--- config.mk ---
export PLATFORM = sky130hd
export DESIGN_NAME = class_encoder
export DESIGN_NICKNAME = d
export VERILOG_FILES = /design/src/include/class_code_pkg.sv /design/src/hw/txn_gate.sv /design/src/hw/class_encoder.sv
export SDC_FILE = /design/constraint.sdc
export NUM_CORES = 1
export LEC_CHECK = 0
export BUFFER_PORTS_ARGS = -buffer_cell sky130_fd_sc_hd__buf_4
export CAP_MARGIN = 20
export CORE_ASPECT_RATIO = 1.5
export CORE_MARGIN = 3
export CORE_UTILIZATION = 54
export DETAILED_ROUTE_END_ITERATION = 10
export PLACE_DENSITY_LB_ADDON = 0.08
export SLEW_MARGIN = 25
export SYNTH_ARGS = -nofsm -noshare
export SYNTH_HDL_FRONTEND = slang
export SYNTH_HIERARCHICAL = 1
export SYNTH_SLANG_ARGS = --single-unit
export TNS_END_PERCENT = 5
--- constraint.sdc ---
create_clock -name pclk -period 2.7 [get_ports pclk]
set_input_delay 0.135 -clock pclk [delete_from_list [all_inputs] [get_ports pclk]]
set_output_delay 0.135 -clock pclk [all_outputs]
set_load 0.01 [all_outputs]
--- src/include/class_code_pkg.sv ---
// Purpose: constants for the syndrome class code encoder
// Assumes: one clock pclk at 200 MHz, asynchronous active-low presetn
// Notes: register byte offsets are word aligned on the APB
//
// How it works
// - hypervisor call in 64-bit state, not disabled, gives class 0x16.
// - monitor call in 64-bit state, not disabled, gives class 0x17.
// - trapped system register access gives 0x18 unless reported as 0x00, 0x01 or 0x07.
// - vector access trapped by level 1/2/3 controls gives 0x19 unless 0x00; feature gated.
// - transaction begin with its level's enable at zero gives 0x1b; feature gated.
// - level 0 checks level-1 or level-2 user enable; levels 1-3 check their own.
// - pointer authentication failure gives 0x1c when that feature exists.
// - matrix trap or illegal streaming/storage state gives 0x1d unless 0x00.
// - granule protection check fault gives 0x1e when realm feature exists.
// - implementation-defined exception to top level gives 0x1f.
// - instruction abort from a lower level gives 0x20.
// - instruction abort at the same level gives 0x21.
// - aborts cover fetch translation and external errors, never debug causes.
// - reserved codes above 0x2c are never produced; flagged if requested.
// - length bit is one for 32-bit traps and all instruction aborts.
package class_code_pkg;
    localparam logic [5:0] CLS_UNKNOWN = 6'h00;
    localparam logic [5:0] CLS_HVC64 = 6'h16;
    localparam logic [5:0] CLS_MON64 = 6'h17;
    localparam logic [5:0] CLS_SYSREG = 6'h18;
    localparam logic [5:0] CLS_VECTOR = 6'h19;
    localparam logic [5:0] CLS_TXN = 6'h1b;
    localparam logic [5:0] CLS_PAC_FAIL = 6'h1c;
    localparam logic [5:0] CLS_MATRIX = 6'h1d;
    localparam logic [5:0] CLS_GPC = 6'h1e;
    localparam logic [5:0] CLS_IMPDEF = 6'h1f;
    localparam logic [5:0] CLS_IABT_LOW = 6'h20;
    localparam logic [5:0] CLS_IABT_SAME = 6'h21;
    localparam logic [5:0] CLS_SYNC_RSV_MAX = 6'h2c;
    // cause indices
    localparam int CAUSE_N = 11;
    localparam int C_HVC = 0;
    localparam int C_MON = 1;
    localparam int C_SYSREG = 2;
    localparam int C_VECTOR = 3;
    localparam int C_TXN = 4;
    localparam int C_PAC = 5;
    localparam int C_MATRIX = 6;
    localparam int C_GPC = 7;
    localparam int C_IMPDEF = 8;
    localparam int C_IABT = 9;
    localparam int C_DEBUG = 10;
    // apb register byte offsets
    localparam logic [7:0] REG_CTRL = 8'h00;
    localparam logic [7:0] REG_SYNDROME = 8'h04;
    localparam logic [7:0] REG_STATUS = 8'h08;
    localparam logic [7:0] REG_COUNT = 8'h0c;
    // ctrl fields
    localparam int CTRL_HVC_DIS = 0;
    localparam int CTRL_MON_DIS = 1;
    localparam int CTRL_FEAT_VEC = 2;
    localparam int CTRL_FEAT_TXN = 3;
    localparam int CTRL_FEAT_PAC = 4;
    localparam int CTRL_FEAT_MAT = 5;
    localparam int CTRL_FEAT_RLM = 6;
    localparam logic [31:0] CTRL_RESET = 32'h0000007c;
    localparam logic [31:0] CTRL_MASK = 32'h0000007f;
    // syndrome fields
    localparam int SYN_IL_POS = 25;
    localparam int SYN_CLS_LSB = 26;
    localparam logic [31:0] ZERO32 = 32'h00000000;
endpackage : class_code_pkg

--- src/hw/txn_gate.sv ---
// Purpose: decide whether a transaction begin traps at the current level
// Assumes: enables are registered state on pclk
// Notes: registered output, one cycle of latency
`timescale 1ns/10ps
`default_nettype none
module txn_gate
(
    // clock and reset
    input wire logic pclk,
    input wire logic presetn,
    // level and enables
    input wire logic [1:0] priv_lvl,
    input wire logic in_lvl2_host,
    input wire logic lvl1_ctl_txn_enable_user,
    input wire logic lvl2_ctl_txn_enable_user,
    input wire logic lvl1_txn_enable,
    input wire logic lvl2_txn_enable,
    input wire logic lvl3_txn_enable,
    // result
    output logic txn_trap_ff
);
    logic nxt_txn_trap;

    // per-level enable check
    // level selects enable
    always_comb
    begin
        case (priv_lvl)
            2'h0: nxt_txn_trap = in_lvl2_host ? !lvl2_ctl_txn_enable_user : !lvl1_ctl_txn_enable_user;
            2'h1: nxt_txn_trap = !lvl1_txn_enable;
            2'h2: nxt_txn_trap = !lvl2_txn_enable;
            2'h3: nxt_txn_trap = !lvl3_txn_enable;
            default: nxt_txn_trap = 1'b0;
        endcase
    end

    always_ff @(posedge pclk or negedge presetn)
    begin
        if (!presetn)
            txn_trap_ff <= 1'b0;
        else
            txn_trap_ff <= nxt_txn_trap;
    end
endmodule : txn_gate
`default_nettype wire

--- src/hw/class_encoder.sv ---
// Purpose: pick the syndrome class code and length bit for a taken exception
// Assumes: APB slave, zero wait states; exception inputs are same-clock pulses
// Notes: cause is sampled one cycle, code registered on the next
`timescale 1ns/10ps
`default_nettype none
module class_encoder
(
    // apb
    input wire logic pclk,
    input wire logic presetn,
    input wire logic psel,
    input wire logic penable,
    input wire logic pwrite,
    input wire logic [7:0] paddr,
    input wire logic [31:0] pwdata,
    output logic [31:0] prdata,
    output logic pready,
    output logic pslverr,
    // exception event from the core
    input wire logic exc_take,
    input wire logic [10:0] exc_cause,
    input wire logic exc_low_to_high,
    input wire logic exc_instr32,
    input wire logic exc_prior_low,
    // transaction context
    input wire logic [1:0] priv_lvl,
    input wire logic in_lvl2_host,
    input wire logic lvl1_ctl_txn_enable_user,
    input wire logic lvl2_ctl_txn_enable_user,
    input wire logic lvl1_txn_enable,
    input wire logic lvl2_txn_enable,
    input wire logic lvl3_txn_enable,
    // syndrome result
    output logic [5:0] syndrome_class_code,
    output logic instr_length_bit,
    output logic syndrome_valid
);
    logic [31:0] ctrl_ff;
    logic [5:0] class_ff;
    logic il_ff;
    logic valid_ff;
    logic rsv_ff;
    logic [15:0] count_ff;
    logic stage_ff;
    logic [10:0] cause_ff;
    logic low_ff;
    logic i32_ff;
    logic prior_ff;
    logic txn_trap_ff;
    logic [5:0] nxt_class;
    logic nxt_il;
    logic nxt_rsv;
    logic [31:0] nxt_prdata;
    logic wr_en;
    localparam int CAUSE_N_W = class_code_pkg::CAUSE_N;
    logic [CAUSE_N_W-1:0] hit;

    assign wr_en = psel && penable && pwrite;

    // transaction level gate, aligned with the captured cause
    txn_gate u_txn_gate
    (
        .pclk(pclk),
        .presetn(presetn),
        .priv_lvl(priv_lvl),
        .in_lvl2_host(in_lvl2_host),
        .lvl1_ctl_txn_enable_user(lvl1_ctl_txn_enable_user),
        .lvl2_ctl_txn_enable_user(lvl2_ctl_txn_enable_user),
        .lvl1_txn_enable(lvl1_txn_enable),
        .lvl2_txn_enable(lvl2_txn_enable),
        .lvl3_txn_enable(lvl3_txn_enable),
        .txn_trap_ff(txn_trap_ff)
    );

    // capture stage
    always_ff @(posedge pclk or negedge presetn)
    begin
        if (!presetn)
        begin
            stage_ff <= 1'b0;
            cause_ff <= 11'h000;
            low_ff <= 1'b0;
            i32_ff <= 1'b0;
            prior_ff <= 1'b0;
        end
        else
        begin
            stage_ff <= exc_take;
            if (exc_take)
            begin
                cause_ff <= exc_cause;
                low_ff <= exc_low_to_high;
                i32_ff <= exc_instr32;
                prior_ff <= exc_prior_low;
            end
        end
    end

    // one-hot qualification of each cause
    genvar g;
    generate
        for (g = 0; g < CAUSE_N_W; g++)
        begin : g_hit
            assign hit[g] = cause_ff[g];
        end
    endgenerate

    // priority pick; prior_low means a lower code (0x00/0x01/0x07) already claims it
    always_comb
    begin
        nxt_class = class_code_pkg::CLS_UNKNOWN;
        nxt_il = i32_ff;
        nxt_rsv = 1'b0;
        if (hit[class_code_pkg::C_DEBUG])
            nxt_class = class_code_pkg::CLS_UNKNOWN;
        else if (hit[class_code_pkg::C_IABT] && low_ff)
            nxt_class = class_code_pkg::CLS_IABT_LOW;
        else if (hit[class_code_pkg::C_IABT])
            nxt_class = class_code_pkg::CLS_IABT_SAME;
        else if (hit[class_code_pkg::C_HVC] && !ctrl_ff[class_code_pkg::CTRL_HVC_DIS])
            nxt_class = class_code_pkg::CLS_HVC64;
        else if (hit[class_code_pkg::C_MON] && !ctrl_ff[class_code_pkg::CTRL_MON_DIS])
            nxt_class = class_code_pkg::CLS_MON64;
        else if (hit[class_code_pkg::C_SYSREG] && !prior_ff)
            nxt_class = class_code_pkg::CLS_SYSREG;
        else if (hit[class_code_pkg::C_VECTOR] && !prior_ff && ctrl_ff[class_code_pkg::CTRL_FEAT_VEC])
            nxt_class = class_code_pkg::CLS_VECTOR;
        else if (hit[class_code_pkg::C_TXN] && txn_trap_ff && ctrl_ff[class_code_pkg::CTRL_FEAT_TXN])
            nxt_class = class_code_pkg::CLS_TXN;
        else if (hit[class_code_pkg::C_PAC] && ctrl_ff[class_code_pkg::CTRL_FEAT_PAC])
            nxt_class = class_code_pkg::CLS_PAC_FAIL;
        else if (hit[class_code_pkg::C_MATRIX] && !prior_ff && ctrl_ff[class_code_pkg::CTRL_FEAT_MAT])
            nxt_class = class_code_pkg::CLS_MATRIX;
        else if (hit[class_code_pkg::C_GPC] && ctrl_ff[class_code_pkg::CTRL_FEAT_RLM])
            nxt_class = class_code_pkg::CLS_GPC;
        else if (hit[class_code_pkg::C_IMPDEF])
            nxt_class = class_code_pkg::CLS_IMPDEF;
        // length bit forced for aborts and unknown class
        if (nxt_class == class_code_pkg::CLS_IABT_LOW || nxt_class == class_code_pkg::CLS_IABT_SAME
            || nxt_class == class_code_pkg::CLS_UNKNOWN)
            nxt_il = 1'b1;
        // flag a code that would be reserved
        if (nxt_class > class_code_pkg::CLS_SYNC_RSV_MAX)
            nxt_rsv = 1'b1;
    end

    // result register, one write per exception
    // single write per exception
    always_ff @(posedge pclk or negedge presetn)
    begin
        if (!presetn)
        begin
            class_ff <= class_code_pkg::CLS_UNKNOWN;
            il_ff <= 1'b0;
            valid_ff <= 1'b0;
            rsv_ff <= 1'b0;
        end
        else
        begin
            valid_ff <= stage_ff;
            if (stage_ff)
            begin
                class_ff <= nxt_class;
                il_ff <= nxt_il;
                rsv_ff <= nxt_rsv;
            end
        end
    end

    // exception counter, software clear by writing, set wins
    always_ff @(posedge pclk or negedge presetn)
    begin
        if (!presetn)
            count_ff <= 16'h0000;
        else if (stage_ff)
            count_ff <= count_ff + 16'h0001;
        else if (wr_en && paddr == class_code_pkg::REG_COUNT)
            count_ff <= 16'h0000;
    end

    // control register
    always_ff @(posedge pclk or negedge presetn)
    begin
        if (!presetn)
            ctrl_ff <= class_code_pkg::CTRL_RESET;
        else if (wr_en && paddr == class_code_pkg::REG_CTRL)
            ctrl_ff <= pwdata & class_code_pkg::CTRL_MASK;
    end

    // read mux
    always_comb
    begin
        case (paddr)
            class_code_pkg::REG_CTRL: nxt_prdata = ctrl_ff;
            class_code_pkg::REG_SYNDROME: nxt_prdata = {class_ff, il_ff, 25'h0000000};
            class_code_pkg::REG_STATUS: nxt_prdata = {30'h00000000, rsv_ff, valid_ff};
            class_code_pkg::REG_COUNT: nxt_prdata = {16'h0000, count_ff};
            default: nxt_prdata = class_code_pkg::ZERO32;
        endcase
    end

    // apb answer, registered: ready in the first access cycle
    always_ff @(posedge pclk or negedge presetn)
    begin
        if (!presetn)
        begin
            pready <= 1'b0;
            pslverr <= 1'b0;
            prdata <= 32'h00000000;
        end
        else
        begin
            pready <= psel && !penable;
            pslverr <= psel && !penable && (paddr[1:0] != 2'h0 || paddr > class_code_pkg::REG_COUNT);
            if (psel && !penable && !pwrite)
                prdata <= nxt_prdata;
        end
    end

    // outputs straight from flops
    assign syndrome_class_code = class_ff;
    assign instr_length_bit = il_ff;
    assign syndrome_valid = valid_ff;
endmodule : class_encoder
`default_nettype wire

Word-level counts from Yosys, hierarchy flattened
Cells that the tools add are included.
{ "word_totals": {"mem_count": 0, "ramBits": 0, "latch_bits": 0, "regBits": 82, "inputBits": 68, "rom_bits": 0, "word_cells": 82, "out_inout_bits": 42} }
{ "classes": {"reduce_logical": 37, "muxes": 19, "n_eq_ne": 8, "n_lt_le_gt_ge": 2, "shift": 0, "bitwise_logic": 0, "add_sub_neg": 1, "mul": 0, "div": 0} }
{ "ops": {"columns": ["op", "count"], "rows": [
  ["32-bit case mux with 4 select lines", 1],
  ["5-bit two-way mux", 9],
  ["16-bit two-way mux", 2],
  ["1-bit logical AND", 19],
  ["6-bit two-way mux", 3],
  ["16-bit by 1-bit adder with 16-bit output, second input constant", 1],
  ["8-bit by 4-bit equality test with 1-bit output, second input constant", 2],
  ["6-bit equality test, second input constant", 2],
  ["1-bit logical NOT", 10],
  ["8-bit by 3-bit equality test with 1-bit output, second input constant", 1],
  ["8-bit by 4-bit greater-than comparator with 1-bit output, second input constant", 1],
  ["8-bit logical NOT", 1],
  ["6-bit greater-than comparator, second input constant", 1],
  ["6-bit logical NOT", 1],
  ["2-bit equality test, second input constant", 2],
  ["1-bit case mux with 4 select lines", 1],
  ["2-bit nonzero test", 2],
  ["1-bit logical OR", 3],
  ["1-bit two-way mux", 3],
  ["2-bit by 1-bit equality test with 1-bit output, second input constant", 1],
  ["2-bit logical NOT", 1]
]} }

Longest topological paths before layout
{ "depth": {"ltp_word": 17, "depth_mapped": 6, "depth_no_buf": 5} }

Hierarchy
The synthesis kept the hierarchy.
{ "modules_own_cells": {"columns": ["module", "seq_area_each_um2", "instances", "area_each_um2", "cells_each"], "rows": [
  ["class_encoder", 1808.0, 1, 3190.6, 272],
  ["txn_gate", 25.0, 1, 68.8, 6]
]} }

Worst setup path before layout
No wires, ideal clock.
{ "synth_timing": {"path_type": "register to register", "from": "reg ctrl_ff[5]", "to": "reg class_ff[4], in the netlist syndrome_class_code[4]", "arrival_ns": 1.365, "period_less_slack_ns": 1.504, "setup_slack_ns": 1.196, "stages_incl_launch_ff": 5, "t_required_ns": 2.561, "setup_time_ns": 0.139, "n_path_buf": 0, "path_cell_list": "dfstp_2 > and3b_1 > or3b_2 > o31ai_1 > o21ai_0"} }
{ "synth_via": {"elab_chain_cells": 11} }
{ "synth_lines": {"columns": ["element", "line", "source"], "rows": [
  ["start, declared", "class_encoder.sv:38", "logic [31:0] ctrl_ff;"],
  ["start signal, assigned", "class_encoder.sv:185", "ctrl_ff <= class_code_pkg::CTRL_RESET;"],
  ["start signal, assigned", "class_encoder.sv:187", "ctrl_ff <= pwdata & class_code_pkg::CTRL_MASK;"],
  ["1-bit logical AND", "class_encoder.sv:132", "else if (hit[class_code_pkg::C_MATRIX] && !prior_ff && ctrl_ff[class_code_pkg::CTRL_FEAT_MAT])"],
  ["5-bit two-way mux", "class_encoder.sv:132", null],
  ["5-bit two-way mux", "class_encoder.sv:130", "else if (hit[class_code_pkg::C_PAC] && ctrl_ff[class_code_pkg::CTRL_FEAT_PAC])"],
  ["5-bit two-way mux", "class_encoder.sv:128", "else if (hit[class_code_pkg::C_TXN] && txn_trap_ff && ctrl_ff[class_code_pkg::CTRL_FEAT_TXN])"],
  ["5-bit two-way mux", "class_encoder.sv:126", "else if (hit[class_code_pkg::C_VECTOR] && !prior_ff && ctrl_ff[class_code_pkg::CTRL_FEAT_VEC])"],
  ["5-bit two-way mux", "class_encoder.sv:124", "else if (hit[class_code_pkg::C_SYSREG] && !prior_ff)"],
  ["5-bit two-way mux", "class_encoder.sv:122", "else if (hit[class_code_pkg::C_MON] && !ctrl_ff[class_code_pkg::CTRL_MON_DIS])"],
  ["5-bit two-way mux", "class_encoder.sv:120", "else if (hit[class_code_pkg::C_HVC] && !ctrl_ff[class_code_pkg::CTRL_HVC_DIS])"],
  ["6-bit two-way mux", "class_encoder.sv:118", "else if (hit[class_code_pkg::C_IABT])"],
  ["6-bit two-way mux", "class_encoder.sv:116", "else if (hit[class_code_pkg::C_IABT] && low_ff)"],
  ["6-bit two-way mux", "class_encoder.sv:114", "if (hit[class_code_pkg::C_DEBUG])"],
  ["end signal, assigned", "class_encoder.sv:153", "class_ff <= class_code_pkg::CLS_UNKNOWN;"],
  ["end signal, assigned", "class_encoder.sv:163", "class_ff <= nxt_class;"],
  ["end, declared", "class_encoder.sv:39", "logic [5:0] class_ff;"]
]} }
Every way passes these cells.
A chain may end at the register's enable or synchronous reset.

Worst setup path after layout
{ "layout_timing": {"from": "reg stage_ff", "to": "reg count_ff[15]"} }
{ "layout_via": {"elab_chain_cells": 1, "elab_cells_between_ends": 2, "cone_classes": "mux (1); reduce/logical (1)"} }
{ "layout_lines": {"columns": ["element", "line", "source"], "rows": [
  ["start, declared", "class_encoder.sv:44", "logic stage_ff;"],
  ["start signal, assigned", "class_encoder.sv:88", "stage_ff <= exc_take;"],
  ["16-bit two-way mux or 2-bit nonzero test (tied branches)", null, null],
  ["end signal, assigned", "class_encoder.sv:176", "count_ff <= count_ff + 16'h0001;"],
  ["end, declared", "class_encoder.sv:43", "logic [15:0] count_ff;"]
]} }
Several ways; a longest one is shown, not always the timed one.

==> metrics.md <==
| Metric | Value |
|---|---|
| Min cycle time layout | 1928 ps |
| Total chip power | 2264 uW |
| Met1 usage | 0.2296 |
| Worst Skew | 4.689 ps |
| Reg2reg start | stage_ff |
| Gates resized, CTS repair | 0 |
| Post-route setup slack | 772.0 ps |
| Leakage | around 0.0019 uW |
| Largest net degree at the start of global routing | 74 |
| Post-DP HPWL | 5050 um |
| Number of cell rows | 34 |
| Share of layout cells above drive strength 1 | 0.3499 |
| Status | completed |
| DR vias | around 2500 |
| Max-slew violation count | 0 |
| Worst Setup Start Kind | flop |
| Number of flops mapped to enable cells by yosys | 0 |
| Grt ovf | 0 |
| Hold Crit Class | in -> reg |
| Gpl congestion | 0.7864 |
| IO Count | 110 |
| CTS Buffer Depth | 2 |
| GRT busiest layer | met2 |
| Clk slew on worst S/H paths | 70 ps |
| Commonest non-fill, non-tap cell in the layout | buf_4 |
| Area of the multi-input gates | 0.001295 mm2 |
| Maxcap violations | 0 |
| Slew @ Worst Pin | between 800 and 900 ps |
| Cell Area, Synth | roughly 0.0033 mm2 |
| Routed Wire Length | 7047 um |
| Avg Cell Area, Syn | 11.72 um2 |
| Rel. slew slack | 0.4010 |
| Final hold vios | 0 |
| Met3 usage | 0.06058 |
| Nets | 427 |
| Setup WS pre-CTS | roughly 790 ps |
| Crit path from | stage_ff |
| Filler cells | approximately 460 |
| Seq. cell area | ~0.0018 mm2 |
| Vias per cell | 5.759 |
| Clock root buffer master | clkbuf_8 |
| Synth Instances | 278 |
| Cts bufs inserted | 9 |
| Vert. Die Dim | 101.2 um |
| Worst Setup End Kind | flop |
| WL per Instance | 16.20 um |
| IO buf count | 75 |
| Worst-skew pair later-pin latency | 350 ps |
| First drt pass iteration count | 4 |
| TritonCTS clock tree | yes |
| Ant diodes | 0 |
| Sequential share of the synthesized area | 0.5624 |
| DRC | 0 |
| Crit-path max FO | 18 |
| Critical Path RT | 2920 ps |
| Max Freq | 518.7 MHz |
| Worst hold stages | 2 |
| Asr flop ratio synth | 1.000 |
| Distinct cells, synth | 51 |
| Final core utilization | 0.7003 |
| Area grow syn2layout | 25.22% |
| Synth Flop Type | dfrtp_1 |
| Final setup viols | 0 |
| DRT iter0 DRCs | 136 |
| CORE AREA | 0.005828 mm2 |
| Die area | 0.007023 mm2 |
| Initial antenna violation count | 0 |
| Setup TNS Final | 0 ps |
| First-pass GRT wire length | 11380 um |
| Final period util | 0.7141 |
| Total GRT Usage | 0.2083 |
| RSZ-0062 raised after global routing | no |
| H-tree levels | 3 |
| CP Data Arrival Time | roughly 2200 ps |
| Die X | ~69 um |
| PD cells | 554.7 mW/mm2 |
| Crit path kind | reg -> reg |
| Vias in the first global route | around 2500 |
| GRT met2 Usage | 0.3699 |
| DRT antenna net count | 0 |
| Hold_sp | exc_cause[9] |
| Most frequent cells in the layout | 76 x buf_4, 68 x dfrtp_1, 21 x mux2_2, 21 x o21ai_0, 18 x nand2_1 |
| Starting Density | 0.5593 |
| Clk sink count | 73 |
| Yosys warns | 6 |
| Worst vdd ir | 385.6 uV |
| R2R depth | 4 |
| Synth Register Bits | 73 |
## synth_stat cells (all sizes together) (2+ instances only)
master / count / area [um2]
a21oi: 4 / 20.02
a22o: 17 / 148.9
a22oi: 7 / 52.55
a31oi: 3 / 18.77
a41oi: 2 / 17.52
and2: 4 / 25.02
and3: 4 / 25.02
and4: 2 / 17.52
buf: 13 / 85.08
clkbuf: 9 / 35.03
dfrtp: 68 / 1702
dfstp: 5 / 131.4
inv: 11 / 41.29
mux2: 21 / 236.5
nand2: 19 / 73.82
nand2b: 2 / 12.51
nand3: 10 / 55.05
nand4: 5 / 31.28
nor2: 6 / 22.52
nor2b: 2 / 12.51
nor3: 2 / 21.27
nor4: 2 / 42.54
o211ai: 4 / 30.03
o21ai: 21 / 105.1
o2bb2ai: 2 / 17.52
o31ai: 13 / 97.59
or3b: 2 / 17.52
## per-layer routing
| metal | part of all wire | wire length (um) |
|---|---|---|
| met1 | 0.37 | 2596 |
| met2 | 0.55 | 3908 |
| met3 | 0.060 | 420 |
| met4 | 0.017 | 121 |
| met5 | 0 | 0 |
## worst max-delay path, cell delays in order (launching register included)
cell	delay, ps
dfrtp_1	710
and4_1	400
nand3_2	230
o311ai_0	320
o41ai_1	130
## repair_timing
| action | CTS | global route |
|---|---|---|
| endpoints found under the hold margin | 74 | 0 |
| hold buffers | 7 | 0 |
| setup buffers | 0 | 0 |
## through the flow
stage | instances | area (um2) | hold slack (ps)
2_1_floorplan | 286 | 3289 | -160.6
3_3_place_gp | 412 | 3830 | 316.3
3_5_place_dp | 412 | 3830 | 323.1
4_1_cts | 435 | 4081 | 0.6058
5_1_grt | 435 | 4081 | 1.147
6_report | 435 | 4081 | 12.85
## layout make-up
type / instances / area share
sequential: 73 / 0.4491
multi-input combinational: 180 / 0.3173
timing repair buffer: 83 / 0.1570
clock buffer: 11 / 0.03709
tap: 72 / 0.02207
inverter: 11 / 0.01012
clock inverter: 5 / 0.007357
## worst paths after layout
path,slack (ps),endpoint
worst max-delay path,770,count_ff[15]
worst min-delay path,10,cause_ff[9]
worst max register to register,770,count_ff[15]
worst min register to register,480,prdata[2]
max in group asynchronous,1660,count_ff[5]
min in group asynchronous,440,pready
## power breakdown
group	switching [uW]	leakage, uW	internal, uW
Sequential	62.8	0.000903	1160
Combinational	130	0.000926	138
Clock	399	0.0000911	378
Total	592	0.00192	1670
## cells by family after synthesis
kind of cell	count (synthesis)	synth area share
flops	73	0.5624
simple gates	66	0.1236
other cells	1	0.001151
mux	23	0.08253
fa+ha+maj	1	0.003838
buf+inv	33	0.04952
compound gates	81	0.1770
## state kept, by name, summed over array words and instances (netlist names)
name and cells:
low_ff 1, count_ff 16, stage_ff 1, prdata 23
pready 1, rsv_ff 1, instr_length_bit 1, ctrl_ff 7
syndrome_class_code 6, syndrome_valid 1, prior_ff 1, u_txn_gate/txn_trap_ff 1
i32_ff 1, pslverr 1, cause_ff 11
(Power assumes the default switching activity.)
